## config.mk

```make
export PLATFORM = sky130hd
export DESIGN_NAME = fcdma_top
export DESIGN_NICKNAME = d
export VERILOG_FILES = /design/src/rtl/fcdma_pkg.sv /design/src/rtl/fcdma_arb_if.sv /design/src/rtl/fcdma_arb.sv /design/src/rtl/fcdma_top.sv
export VERILOG_INCLUDE_DIRS = /design/src /design/src/rtl
export SDC_FILE = /design/constraint.sdc
export NUM_CORES = 1
export LEC_CHECK = 0
export BUFFER_PORTS_ARGS = -buffer_cell sky130_fd_sc_hd__buf_2
export CAP_MARGIN = 30
export CORE_MARGIN = 2
export CORE_UTILIZATION = 54
export CTS_BUF_LIST = sky130_fd_sc_hd__clkbuf_2 sky130_fd_sc_hd__clkbuf_4 sky130_fd_sc_hd__clkbuf_8
export DETAILED_ROUTE_END_ITERATION = 10
export GPL_TIMING_DRIVEN = 0
export PLACE_DENSITY_LB_ADDON = 0.3
export SYNTH_ARGS = -nofsm -noshare
export SYNTH_HDL_FRONTEND = slang
export SYNTH_HIERARCHICAL = 1
export SYNTH_SLANG_ARGS = --single-unit
```

## constraint.sdc

```tcl
create_clock -name mclk_in -period 3.6 [get_ports mclk_in]
set_clock_uncertainty 0.2 [all_clocks]
set_input_delay 0.72 -clock mclk_in [delete_from_list [all_inputs] [get_ports mclk_in]]
set_output_delay 0.72 -clock mclk_in [all_outputs]
set_load 0.03 [all_outputs]
```

## src/rtl/fcdma_map.svh

```systemverilog
// Constants of the four-channel transfer engine: encodings and field positions.
// Assumes inclusion by bare name from the design files under rtl/.
`ifndef FCDMA_MAP_SVH
`define FCDMA_MAP_SVH
`define FCDMA_NCH        4
`define FCDMA_ADDR_W     24
`define FCDMA_AM_FIXED   2'b00
`define FCDMA_AM_INC     2'b01
`define FCDMA_AM_DEC     2'b10
`define FCDMA_RL_NONE    2'b00
`define FCDMA_RL_BLOCK   2'b01
`define FCDMA_RL_BURST   2'b10
`define FCDMA_RL_TRANS   2'b11
`define FCDMA_PRI_RR     2'b00
`define FCDMA_PRI_C0RR   2'b01
`define FCDMA_PRI_C01RR  2'b10
`define FCDMA_PRI_FIXED  2'b11
`define FCDMA_BL_ONE     2'b00
`define FCDMA_TRIG_SW    2'b00
`define FCDMA_TRIG_PER   2'b01
`define FCDMA_TRIG_EVT   2'b10
`define FCDMA_TRIG_NONE  2'b11
`define FCDMA_CNT_ONE    16'h0001
`define FCDMA_REP_ONE    8'h01
`define FCDMA_REP_INF    8'h00
`define FCDMA_PAIR01     0
`define FCDMA_PAIR23     1
`endif

```

## src/rtl/fcdma_pkg.sv

```systemverilog
// Types shared by the transfer engine and its arbiter.
// Assumes the constants header is on the include path.
`include "fcdma_map.svh"
package fcdma_pkg;
	typedef logic [`FCDMA_NCH-1:0] fcdma_chmask_t;
	typedef enum logic [2:0] {
		FCDMA_IDLE  = 3'b001,
		FCDMA_READ  = 3'b010,
		FCDMA_WRITE = 3'b100
	} fcdma_state_t;
endpackage

```

## src/rtl/fcdma_arb_if.sv

```systemverilog
// Request and grant bundle between the engine and its channel arbiter.
// Assumes one clock domain.
`timescale 1ns/1ps
`default_nettype none
interface fcdma_arb_if;
	import fcdma_pkg::*;
	fcdma_chmask_t req;
	fcdma_chmask_t gnt;
	logic          done;
	logic [1:0]    mode;
	modport eng (output req, output done, output mode, input gnt);
	modport arb (input req, input done, input mode, output gnt);
endinterface
`default_nettype wire

```

## src/rtl/fcdma_arb.sv

```systemverilog
// Channel arbiter: fixed, round robin or mixed priority over four channels.
// Assumes done pulses once when the granted channel finishes a burst.
`timescale 1ns/1ps
`default_nettype none
`include "fcdma_map.svh"
module fcdma_arb
	import fcdma_pkg::*;
(
	input  wire logic mclk_in,
	input  wire logic rst_in,
	fcdma_arb_if.arb  bus
);
	logic [1:0]    last_q;
	fcdma_chmask_t rr_set;
	fcdma_chmask_t fix_set;
	fcdma_chmask_t rr_req;
	fcdma_chmask_t rr_gnt;
	fcdma_chmask_t fix_gnt;
	logic [1:0]    pick;
	// Channels that take part in the round robin for each priority setting.
	assign rr_set  = (bus.mode == `FCDMA_PRI_RR)   ? 4'hf :
	                 (bus.mode == `FCDMA_PRI_C0RR) ? 4'he :
	                 (bus.mode == `FCDMA_PRI_C01RR)? 4'hc : 4'h0;
	assign fix_set = ~rr_set;
	assign rr_req  = bus.req & rr_set;
	// Fixed channels win by index order; the rotating group only sees leftovers.
	assign fix_gnt = (bus.req & fix_set) & ~((bus.req & fix_set) - 4'h1);
	always_comb begin
		logic [1:0] idx;
		rr_gnt = 4'h0;
		idx    = 2'd0;
		for (int k = 1; k <= 4; k++) begin
			idx = 2'(last_q + 2'(k));
			if (rr_gnt == 4'h0 && rr_req[idx]) begin
				rr_gnt[idx] = 1'b1;
			end
		end
	end
	assign bus.gnt = (fix_gnt != 4'h0) ? fix_gnt : rr_gnt;
	assign pick    = bus.gnt[1] ? 2'd1 : bus.gnt[2] ? 2'd2 : bus.gnt[3] ? 2'd3 : 2'd0;
	// last_q takes pick at burst end; the grant is low then, so it always records channel 0.
	always_ff @(posedge mclk_in) begin
		if (rst_in) begin
			last_q <= 2'd3;
		end else if (bus.done) begin
			last_q <= pick;
		end
	end
endmodule // fcdma_arb
`default_nettype wire

```

## src/rtl/fcdma_top.sv

```systemverilog
// Four-channel transfer engine sharing the data bus with the processor.
// Assumes the memory answers a read in the cycle after mem_rd_out, and the
// processor drives cpu_req_in from the same clock.
// Behaviour
// - Four channels with own trigger, interrupt and addressing settings.
// - Block size comes from the block byte count; 1 byte to 64 KB.
// - Repeat count 1..255 blocks per transaction; zero repeats forever.
// - Bursts of 1, 2, 4 or 8 bytes keep the bus until done.
// - Processor wins the bus between bursts; a burst waits while it requests.
// - Transfers start on a request from software, peripheral or event, or when a linked partner finishes.
// - Selecting an absent trigger source does nothing.
// - One trigger moves a block; channel stops itself after it and stays enabled.
// - Single-shot mode moves one burst per trigger.
// - With repeat on, next block starts without a trigger.
// - A request during a transfer is held pending and started later.
// - At most one pending request; further ones are dropped.
// - Addresses fixed, incrementing or decrementing; updated after each byte.
// - Originals kept; reload at burst, block or transaction end is decoded, but every channel reloads never.
// - Priority fixed, round robin or mixed; in round robin (00) channel 0 goes lowest after every burst.
// - Per channel interrupt on transaction complete and on error.
// - Linked pair: second takes over after first, and back again.
// - Memory-mapped EEPROM may be read as a source.
// - Moved data may be copied to the CRC generator.
// - Linking only within channels 0-1 and 2-3.
// - Priority codes: 00 RR, 01 ch0 then RR, 10 ch0,ch1 then RR, 11 fixed.
// - Complete flag at transaction end; with unlimited repeat at every block.
`timescale 1ns/1ps
`default_nettype none
`include "fcdma_map.svh"
module fcdma_top
	import fcdma_pkg::*;
(
	input  wire logic                      mclk_in,
	input  wire logic                      rst_in,
	input  wire logic                      ctl_enable_in,
	input  wire logic [1:0]                channel_priority_select_in,
	input  wire logic [1:0]                dbuf_mode_in,
	input  wire logic [3:0]                ch_enable_in,
	input  wire logic [3:0]                ch_sw_req_in,
	input  wire logic [3:0]                ch_single_in,
	input  wire logic [3:0]                ch_repeat_in,
	input  wire logic [7:0]                ch_trig_sel_in,
	input  wire logic [3:0]                ch_per_trig_in,
	input  wire logic [3:0]                ch_evt_trig_in,
	input  wire logic [3:0]                trig_present_in,
	input  wire logic [7:0]                ch_burst_len_in,
	input  wire logic [15:0]               ch_src_mode_in,
	input  wire logic [63:0]               ch_blk_cnt_in,
	input  wire logic [31:0]               ch_rep_cnt_in,
	input  wire logic [95:0]               ch_src_addr_in,
	input  wire logic [95:0]               ch_dst_addr_in,
	input  wire logic [3:0]                ch_crc_en_in,
	input  wire logic                      cpu_req_in,
	input  wire logic [7:0]                mem_rdata_in,
	input  wire logic                      mem_err_in,
	output logic                           mem_rd_out,
	output logic                           mem_wr_out,
	output logic [`FCDMA_ADDR_W-1:0]       mem_addr_out,
	output logic [7:0]                     mem_wdata_out,
	output logic                           crc_valid_out,
	output logic [7:0]                     crc_data_out,
	output logic [3:0]                     ch_busy_out,
	output logic [3:0]                     ch_pend_out,
	output logic [3:0]                     ch_active_out,
	output logic [3:0]                     ch_done_out,
	output logic [3:0]                     ch_err_out
);
	fcdma_arb_if arb_bus ();
	fcdma_arb u_arb (.mclk_in(mclk_in), .rst_in(rst_in), .bus(arb_bus));

	fcdma_state_t           state_q;
	logic [1:0]             cur_q;
	logic [3:0]             bcnt_q;
	logic [7:0]             rdata_q;
	logic                   burst_end;
	logic [3:0]             blen [4];
	logic [3:0]             trig;
	logic [3:0]             run_q;
	logic [3:0]             busy_q;
	logic [3:0]             pend_q;
	logic [3:0]             done_q;
	logic [3:0]             err_q;
	logic [3:0]             link_start;
	logic [3:0]             ch_fin;
	logic [15:0]            wcnt_q  [4];
	logic [7:0]             wrep_q  [4];
	logic [`FCDMA_ADDR_W-1:0] wsrc_q [4];
	logic [`FCDMA_ADDR_W-1:0] wdst_q [4];
	logic                   blk_end;
	logic                   last_blk;
	logic [1:0]             sam;
	logic [1:0]             dam;
	logic [1:0]             srl;
	logic [1:0]             drl;
	logic [3:0]             partner;
	logic [1:0]             sel [4];

	// The processor holds the bus: no burst starts while it asks.
	assign arb_bus.req  = (state_q == FCDMA_IDLE && !cpu_req_in && ctl_enable_in) ? busy_q : 4'h0;
	assign arb_bus.mode = channel_priority_select_in;
	assign arb_bus.done = (state_q == FCDMA_WRITE) && burst_end;
	assign burst_end    = (bcnt_q == blen[cur_q] - 4'h1) || (wcnt_q[cur_q] == `FCDMA_CNT_ONE);
	assign blk_end      = arb_bus.done && (wcnt_q[cur_q] == `FCDMA_CNT_ONE);
	// With repeat on, a zero repeat count never reaches the last block.
	assign last_blk     = !ch_repeat_in[cur_q] || (wrep_q[cur_q] == `FCDMA_REP_ONE);
	assign sam = ch_src_mode_in[cur_q*4 +: 2];
	assign dam = ch_src_mode_in[cur_q*4+2 +: 2];
	// Reload points are not brought out to ports, so every channel reloads never.
	logic [15:0] rl_sel;
	assign rl_sel = 16'h0000;
	assign srl = rl_sel[cur_q*4 +: 2];
	assign drl = rl_sel[cur_q*4+2 +: 2];
	// Pairs 0-1 and 2-3 only; a finishing channel starts its partner.
	assign partner = {ch_fin[2], ch_fin[3], ch_fin[0], ch_fin[1]};
	assign link_start = partner & {dbuf_mode_in[`FCDMA_PAIR23], dbuf_mode_in[`FCDMA_PAIR23],
	                               dbuf_mode_in[`FCDMA_PAIR01], dbuf_mode_in[`FCDMA_PAIR01]};

	genvar g;
	generate
		for (g = 0; g < 4; g++) begin : g_ch
			// Every channel has its own copy of this logic.
			assign sel[g]  = ch_trig_sel_in[g*2 +: 2];
			assign blen[g] = 4'(4'h1 << ch_burst_len_in[g*2 +: 2]);
			// Each channel picks its own source; an absent one never fires.
			assign trig[g] = ch_enable_in[g] && ((sel[g] == `FCDMA_TRIG_SW && ch_sw_req_in[g]) ||
			                 (sel[g] == `FCDMA_TRIG_PER && ch_per_trig_in[g] && trig_present_in[g]) ||
			                 (sel[g] == `FCDMA_TRIG_EVT && ch_evt_trig_in[g] && trig_present_in[g]));
			assign ch_fin[g] = blk_end && cur_q == 2'(g) && last_blk;
			always_ff @(posedge mclk_in) begin
				if (rst_in) begin
					run_q[g]  <= 1'b0;
					busy_q[g] <= 1'b0;
					pend_q[g] <= 1'b0;
					done_q[g] <= 1'b0;
					err_q[g]  <= 1'b0;
				end else begin
					done_q[g] <= 1'b0;
					err_q[g]  <= 1'b0;
					if (!ch_enable_in[g] || !ctl_enable_in) begin
						err_q[g]  <= busy_q[g];
						run_q[g]  <= 1'b0;
						busy_q[g] <= 1'b0;
						pend_q[g] <= 1'b0;
					end else if (state_q != FCDMA_IDLE && cur_q == 2'(g) && mem_err_in) begin
						err_q[g]  <= 1'b1;
						run_q[g]  <= 1'b0;
						busy_q[g] <= 1'b0;
					end else if (arb_bus.done && cur_q == 2'(g)) begin
						if (ch_fin[g] || (blk_end && !ch_repeat_in[g])) begin
							done_q[g] <= 1'b1;
						end
						if (blk_end && ch_repeat_in[g] && wrep_q[g] == `FCDMA_REP_INF) begin
							done_q[g] <= 1'b1;
						end
						if (ch_fin[g]) begin
							// Channel stops itself; a held request restarts it.
							run_q[g]  <= 1'b0;
							busy_q[g] <= pend_q[g];
							pend_q[g] <= 1'b0;
						end else if (ch_single_in[g] || (blk_end && !ch_repeat_in[g])) begin
							// One burst per trigger in single-shot mode.
							busy_q[g] <= pend_q[g];
							pend_q[g] <= 1'b0;
						end
						// Repeat carries on into the next block untriggered.
					end else if (trig[g] || link_start[g]) begin
						if (!busy_q[g]) begin
							busy_q[g] <= 1'b1;
							run_q[g]  <= 1'b1;
						end else begin
							pend_q[g] <= 1'b1;
						end
					end
				end
			end
			// Working copies, loaded from the programmed values at start and reload.
			always_ff @(posedge mclk_in) begin
				if (rst_in) begin
					wcnt_q[g] <= `FCDMA_CNT_ONE;
					wrep_q[g] <= `FCDMA_REP_ONE;
					wsrc_q[g] <= '0;
					wdst_q[g] <= '0;
				end else if (!run_q[g] && (trig[g] || link_start[g])) begin
					wcnt_q[g] <= ch_blk_cnt_in[g*16 +: 16];
					wrep_q[g] <= ch_rep_cnt_in[g*8 +: 8];
					wsrc_q[g] <= ch_src_addr_in[g*24 +: 24];
					wdst_q[g] <= ch_dst_addr_in[g*24 +: 24];
				end else if (state_q == FCDMA_WRITE && cur_q == 2'(g)) begin
					// Addresses move after each byte.
					if (ch_src_mode_in[g*4 +: 2] == `FCDMA_AM_INC) wsrc_q[g] <= wsrc_q[g] + 24'h1;
					if (ch_src_mode_in[g*4 +: 2] == `FCDMA_AM_DEC) wsrc_q[g] <= wsrc_q[g] - 24'h1;
					if (ch_src_mode_in[g*4+2 +: 2] == `FCDMA_AM_INC) wdst_q[g] <= wdst_q[g] + 24'h1;
					if (ch_src_mode_in[g*4+2 +: 2] == `FCDMA_AM_DEC) wdst_q[g] <= wdst_q[g] - 24'h1;
					wcnt_q[g] <= wcnt_q[g] - 16'h1;
					if (blk_end) begin
						wcnt_q[g] <= ch_blk_cnt_in[g*16 +: 16];
						if (ch_repeat_in[g] && wrep_q[g] != `FCDMA_REP_INF) begin
							wrep_q[g] <= wrep_q[g] - 8'h1;
						end
					end
					// Reload points chosen per address.
					if (reload(srl)) wsrc_q[g] <= ch_src_addr_in[g*24 +: 24];
					if (reload(drl)) wdst_q[g] <= ch_dst_addr_in[g*24 +: 24];
				end
			end
		end
	endgenerate

	// Reload decision for the channel on the bus, from its reload point code.
	function automatic logic reload(input logic [1:0] pt);
		return (pt == `FCDMA_RL_BURST && arb_bus.done) ||
		       (pt == `FCDMA_RL_BLOCK && blk_end) ||
		       (pt == `FCDMA_RL_TRANS && blk_end && last_blk);
	endfunction

	// Grant holds the bus for the whole burst; read then write per byte.
	always_ff @(posedge mclk_in) begin
		if (rst_in) begin
			state_q <= FCDMA_IDLE;
			cur_q   <= 2'd0;
			bcnt_q  <= 4'h0;
			rdata_q <= 8'h00;
		end else begin
			unique case (state_q)
				FCDMA_IDLE: begin
					bcnt_q <= 4'h0;
					if (arb_bus.gnt != 4'h0) begin
						cur_q   <= arb_bus.gnt[1] ? 2'd1 : arb_bus.gnt[2] ? 2'd2 :
						           arb_bus.gnt[3] ? 2'd3 : 2'd0;
						state_q <= FCDMA_READ;
					end
				end
				FCDMA_READ: begin
					state_q <= FCDMA_WRITE;
				end
				FCDMA_WRITE: begin
					rdata_q <= mem_rdata_in;
					bcnt_q  <= bcnt_q + 4'h1;
					// A channel switched off mid-burst must not start one more read.
					state_q <= (burst_end || mem_err_in || !busy_q[cur_q] ||
					            !ch_enable_in[cur_q] || !ctl_enable_in) ? FCDMA_IDLE : FCDMA_READ;
				end
			endcase
		end
	end

	assign mem_rd_out    = (state_q == FCDMA_READ);
	assign mem_wr_out    = (state_q == FCDMA_WRITE);
	assign mem_addr_out  = (state_q == FCDMA_WRITE) ? wdst_q[cur_q] : wsrc_q[cur_q];
	assign mem_wdata_out = mem_rdata_in;
	// CRC copy is a register so its data is stable one cycle after the write.
	always_ff @(posedge mclk_in) begin
		if (rst_in) begin
			crc_valid_out <= 1'b0;
			crc_data_out  <= 8'h00;
		end else begin
			crc_valid_out <= mem_wr_out && ch_crc_en_in[cur_q];
			crc_data_out  <= mem_rdata_in;
		end
	end
	assign ch_busy_out   = busy_q;
	assign ch_pend_out   = pend_q;
	assign ch_active_out = run_q;
	assign ch_done_out   = done_q;
	assign ch_err_out    = err_q;
endmodule // fcdma_top
`default_nettype wire

```

==> results of run 1 <==
sequential cells by signal, indices dropped and copies added, names as in the netlist, named ones only:
signal / flops
bcnt_q: 4
wrep_q: 32
ch_active_out: 4
ch_done_out: 4
ch_pend_out: 4
u_arb/last_q: 2
ch_busy_out: 4
crc_data_out: 8
wsrc_q: 96
ch_err_out: 4
cur_q: 2
crc_valid_out: 1
state_q: 3
wdst_q: 96
wcnt_q: 64
layout make-up:
type | count | area share, %
Sequential cell | 330 | 28.58
Clock buffer | 90 | 3.219
Antenna cell | 15 | 0.1129
Inverter | 82 | 0.9600
Clock inverter | 25 | 0.4405
Multi-Input combinational cell | 2296 | 49.68
Tap cell | 615 | 2.315
Buffer | 188 | 3.783
Timing Repair Buffer | 562 | 10.91
cells in the mapped netlist (8+ instances only):
cell type,instances
nand2_1,347
nor2_1,290
edfxtp_1,288
xnor2_1,143
clkbuf_1,142
a21oi_1,121
o21ai_0,115
nand3_1,109
nor3_1,106
xor2_1,100
a221o_1,84
inv_1,81
o221ai_1,76
and3_1,54
mux4_2,52
nor4_1,50
or3_1,46
dfxtp_1,42
o2bb2ai_1,40
a22o_1,38
ha_1,38
o22ai_1,38
nor2b_1,37
a22oi_1,36
nand2b_1,30
nand4_1,30
a211oi_1,26
and2_1,22
nor3b_1,22
buf_2,21
or4_1,20
a221oi_1,19
buf_4,19
o211ai_1,15
a31oi_1,13
buf_1,12
or2_2,10
a32o_1,8
o31ai_1,8
worst max path at each step:
stage	start	endpoint	slack, ps
global route	state_q[1]$_SDFFE_PP0P_	state_q[1]$_SDFFE_PP0P_	-330
CTS	state_q[1]$_SDFFE_PP0P_	state_q[1]$_SDFFE_PP0P_	-160
finish	state_q[2]$_SDFFE_PP0P_	state_q[1]$_SDFFE_PP0P_	-150
floorplan	ch_repeat_in[3]	wdst_q[1][0]$_DFFE_PP_	-20
global placement	register	wdst_q[0][17]$_DFFE_PP_	-1470
detailed placement	register	wdst_q[0][18]$_DFFE_PP_	-1380
layout by cell type, fill, tap and decap left out, types with 52 or more instances in the layout:
| cell | netlist | routed |
|---|---|---|
| buf_2 | 21 | 437 |
| nand2_1 | 347 | 294 |
| edfxtp_1 | 288 | 288 |
| nor2_1 | 290 | 274 |
| xnor2_1 | 143 | 142 |
| a21oi_1 | 121 | 110 |
| nand3_1 | 109 | 105 |
| clkbuf_1 | 142 | 102 |
| nor3_1 | 106 | 101 |
| o21ai_0 | 115 | 100 |
| buf_4 | 19 | 99 |
| xor2_1 | 100 | 99 |
| a221o_1 | 84 | 84 |
| inv_1 | 81 | 77 |
| clkbuf_8 | 0 | 65 |
| o221ai_1 | 76 | 61 |
| and3_1 | 54 | 54 |
| mux4_2 | 52 | 52 |
metrics by stage:
stage	TNS [ps]	setup slack, ps	power, W	instances
3_5_place_dp	-459190	-1384	0.006516	3961
3_3_place_gp	-491840	-1469	0.006441	3951
6_report	-5688	-153.6	0.01061	4203
4_1_cts	-672.7	-158.3	0.01036	4129
5_1_grt	-17460	-326.3	0.01087	4202
2_1_floorplan	-1153	-24.02	0.005736	2905
power by group:
| part | switching (W) | total [W] | internal, W |
|---|---|---|---|
| Clock | 0.00183 | 0.00381 | 0.00198 |
| Combinational | 0.00120 | 0.00205 | 0.000857 |
| Sequential | 0.000315 | 0.00475 | 0.00443 |
| Total | 0.00334 | 0.0106 | 0.00727 |
logic make-up after synthesis:
family / after synthesis / synth area share, %
adder cells (fa/ha/maj): 38 / 1.831
XOR/XNOR: 243 / 8.195
multiplexers: 58 / 4.750
buffers and inverters: 281 / 4.649
AO/OA/AOI/OAI: 723 / 20.59
AND/OR/NAND/NOR: 1232 / 23.45
flip-flops: 330 / 36.54
timing repair:
| item | CTS | global route |
|---|---|---|
| hold endpoints to repair | 1 | 0 |
| gates cloned | 2 | 15 |
| setup endpoints to repair | 619 | 547 |
| buffers inserted | 55 | 52 |
| resized for setup | 242 | 227 |
| pin swaps | 41 | 62 |
| hold buffers | 1 | 0 |
layer usage:
layer | up-vias | part of all wire, % | routed length [um] | GRT usage [%]
li1 | 12350 | - | - | -
met1 | 13680 | 38 | 41100 | 54.76
met2 | 2179 | 44 | 47340 | 60.48
met3 | 380 | 13 | 13580 | 8.231
met4 | 6 | 5.5 | 5905 | 20.39
met5 | - | 0.029 | 31 | 0
==> out/results.tsv, run 1 <==
metric	value	unit
Synth-to-Final Area Change	27.97	%
routed len/inst	25.69	um
Worst Hold Class	input port to register	
Starting Density	54.51	%
P_leak	12.47	nW
Setup WS post-layout	-153.6	ps
total core area	47650	um^2
worst skew pair latency	720	ps
PwrDens	319.2	nW/um^2
Syn Std Cell Area	25970	um^2
Placement Cell Area	29140	um^2
fin crit share	104.3	%
Max VDD drop	286.0	uV
CP arrival	4190	ps
Tmin final	3754	ps
Cell variety after synth	98	
failing checks	negative setup slack	
Hold EP	crc_data_out[4]$_SDFF_PP0_	
RD Place Congestion	0.9852	
FF-to-FF End	state_q[1]$_SDFFE_PP0P_	
Multi-input gate area	16510	um^2
Yosys warning count	6	
cells along the critical path	or3b_4, nor3b_4, and2_4, or4b_4, a21o_4, nand2_4, a311o_1, and4b_2, o211ai_1, and3_1, o21ai_2, nor3_2, a221oi_2, nand2_1, nor2_1	
Cell Rows	80	
DR vias	28600	
share of layout cells above drive strength 1	29.30	%
Reg area	9500	um^2
Clock Sinks	330	
GRT overflow	0	
Die X	223.3	um
Via density	6.804	
max_slew headroom	29.66	%
DRT Pass-1 Iters	6	
Inserted Clock Buffers	61	
hold_ws	40.87	ps
Gate Count Post-Synth	2905	
height of the chip	223.3	um
final setup vio count	114	
crit-path max FO	4	
top cells by area, synth	edfxtp_1 (33%), nand2_1 (5.0%), xnor2_1 (4.8%)	
vias in the first global route	25960	
fmax	266.4	MHz
CP bufs+invs	0	
initial antenna violation count	18	
Crit path largest cell delay	480	ps
CTS tree	done	
final net count	3928	
Critical Path Sink Type	register	
syn nets	3312	
post-route cell area	33240	um^2
final-report max-slew violation count	0	
hold path cells	2	
Crit path depth	15	
Synth top area share	33.30	%
data required time of the worst path	4040	ps
fillers	3757	
gr usage total	40.08	%
Root Buffer	clkbuf_8	
post-synthesis sequential area ratio	36.54	%
Max Cap Viol	0	
worst-margin pin slew	1048	ps
post-synth top area cell	edfxtp_1	
H-tree levels	2	
Yosys reg bits	330	
reg2reg start	state_q[2]$_SDFFE_PP0P_	
largest net degree at the start of global routing	25	
hold wc startpoint	mem_rdata_in[4]	
Final Hold Viols	0	
Post-synth ARST share	0	%
RSZ-0062 raised after global routing	yes	
Setup Crit Path Kind	register to register	
ANT nets after route	0	
first-pass GRT wire length	153200	um
Worst-path clk slew	60	ps
R2R setup slack	-150	ps
die area	49870	um^2
Reg2Reg Depth	15	
Post-synth EDFFs	288	
Largest delay share family, worst path	simple AND/OR/NAND/NOR gates	
initial DRC count	4311	
hpwl dp	78250	um
outcome	finished with violations	
Slowest-stage cell, CP	or4b_4	
synthesized area per cell	8.940	um^2
drt total wl	108000	um
Setup crit start kind	register	
CTS Buffer Depth	3	
ys flop type	edfxtp_1	
Final Util	69.76	%
PortBufs	431	
Residual DRC	0	
I/O pins	432	
Power figures use the tool's default switching activity.
==> inputs of run 2 (changes only) <==
--- a/config.mk
+++ b/config.mk
@@ -10,5 +10,5 @@
 export CAP_MARGIN = 30
 export CORE_MARGIN = 2
-export CORE_UTILIZATION = 54
+export CORE_UTILIZATION = 59
 export CTS_BUF_LIST = sky130_fd_sc_hd__clkbuf_2 sky130_fd_sc_hd__clkbuf_4 sky130_fd_sc_hd__clkbuf_8
 export DETAILED_ROUTE_END_ITERATION = 10
==> constraint.sdc (replaced) <==
create_clock -name mclk_in -period 4.2 [get_ports mclk_in]
set_clock_uncertainty 0.2 [all_clocks]
set_input_delay 0.63 -clock mclk_in [delete_from_list [all_inputs] [get_ports mclk_in]]
set_output_delay 0.63 -clock mclk_in [all_outputs]
set_load 0.03 [all_outputs]
==> run 2 against run 1 <==
Against the previous run:
- the flow now finishes without violations
- non-clock buffer count fell by 60
- global-route usage is 3.3 points higher
- final cell count fell by 2.5%
- sequential power down 14%
- total power down 16%
- sequential share of layout area is 2.0 points higher
- worst setup slack improved by 200 ps
- hold slack worse by 38 ps
- combinational power fell by 24%
- largest cell class unchanged
==> out/results.tsv, run 2 (same netlist as run 1, synthesis figures left out) <==
metric	value	unit
Inserted Clock Buffers	59	
Setup WS post-layout	45.93	ps
Starting Density	60.03	%
worst-margin pin slew	1033	ps
Tmin final	4154	ps
PwrDens	288.6	nW/um^2
initial antenna violation count	16	
die area	45710	um^2
CTS Buffer Depth	3	
hpwl dp	77200	um
first-pass GRT wire length	150600	um
DRT Pass-1 Iters	7	
I/O pins	432	
total core area	43270	um^2
Max Cap Viol	0	
fillers	3370	
H-tree levels	2	
Max VDD drop	315.1	uV
PortBufs	431	
biggest regs	wdst_q x96, wsrc_q x96, wcnt_q x64	
ANT nets after route	0	
DP Cell Count	3932	
Post-Place Setup Slack	-777.0	ps
final net count	3864	
RSZ-0062 raised after global routing	yes	
max_slew headroom	30.48	%
GRT overflow	0	
Synth-to-Final Area Change	19.57	%
Root Buffer	clkbuf_8	
Via density	6.904	
RD Place Congestion	1.039	
commonest non-fill, non-tap cell in the layout	buf_2	
Final Hold Viols	0	
share of layout cells above drive strength 1	21.38	%
final setup TNS	0	ps
fin crit share	98.91	%
routed len/inst	25.00	um
Cell Rows	76	
height of the chip	213.8	um
worst skew pair latency	720	ps
Setup Crit Path Kind	register to primary output	
DR vias	28310	
drt total wl	102500	um
Clock Sinks	330	
data required time of the worst path	3370	ps
largest net degree at the start of global routing	18	
Die X	213.8	um
vias in the first global route	26300	
post-route insts no fill	4100	
CP arrival	3320	ps
Worst-path clk slew	70	ps
final-report max-slew violation count	0	
CTS tree	done	
commonest cells after routing, fill and taps aside	buf_2 (450), nand2_1 (336), edfxtp_1 (288), nor2_1 (283), xnor2_1 (143)	
fmax	240.7	MHz
outcome	finished, final reports clean	
P_leak	11.50	nW
initial DRC count	4645	
final setup vio count	0	
Residual DRC	0	
Critical Path Sink Type	primary output	
crit-path max FO	10	
Setup crit start kind	register	
gr usage total	43.39	%
Worst Hold Class	input port to register	
run 2: metal layers:
layer | global-route usage [%] | part of all wire [%] | vias to the layer above | wire, um
met5 | 0 | 0.036 | - | 37
met4 | 23.18 | 5.9 | 6 | 6010
met3 | 11.75 | 14 | 415 | 14130
met2 | 64.13 | 43 | 2313 | 44180
met1 | 58.17 | 37 | 13380 | 38160
li1 | - | - | 12200 | -
run 2: stage by stage:
step	utilization, %	hold WS (ps)	area (um^2)	power [W]
finish	71.78	3.265	31050	0.008962
global route	71.78	7.235	31050	0.009165
CTS	71.28	1.103	30840	0.008833
detailed placement	67.11	297.8	29040	0.005559
global placement	66.70	308.7	28860	0.005493
floorplan	-	316.5	25970	0.004904
run 2: where the power goes:
part,switching (W),internal [W]
Combinational,0.000933,0.000630
Clock,0.00156,0.00177
Sequential,0.000272,0.00380
Total,0.00277,0.00619
run 2: path summary, 6_finish.rpt:
path                                                   from                          end  slack, ps  cells past startpoint
worst max register to register       wrep_q[1][3]$_DFFE_PP_      wsrc_q[3][16]$_DFFE_PP_         60                     10
worst min register to register  ch_pend_out[0]$_SDFFE_PP0P_  ch_pend_out[0]$_SDFFE_PP0P_        330                      2
worst max-delay path                               register              mem_addr_out[0]         50                      5
worst min-delay path                     ch_dst_addr_in[11]      wdst_q[0][11]$_DFFE_PP_          3                      3
run 2: final cells by class:
| class | instances | area [um^2] | area share [%] |
|---|---|---|---|
| buffer | 198 | 952.2 | 3.066 |
| clock inverter | 27 | 236.5 | 0.7615 |
| clock buffer | 80 | 982.2 | 3.163 |
| tap | 585 | 732.0 | 2.357 |
| inverter | 82 | 309.0 | 0.9952 |
| timing repair buffer | 492 | 2835 | 9.130 |
| antenna | 12 | 30.03 | 0.09670 |
| multi-input combinational | 2294 | 15490 | 49.88 |
| sequential | 330 | 9489 | 30.56 |
run 2: worst max-delay path, stage by stage, from the launching register on:
cell      delay, ps
dfxtp_1         480
clkbuf_4        390
clkbuf_4        350
mux4_2          530
o21ai_0         540
buf_2           320
run 2: timing repair:
action                                  in CTS  in global routing
resized for setup                           32                 55
hold buffers                                47                  0
setup buffers                                2                  1
pin swaps                                    1                  3
endpoints found under the hold margin       47                  0
endpoints found under the setup margin     460                285
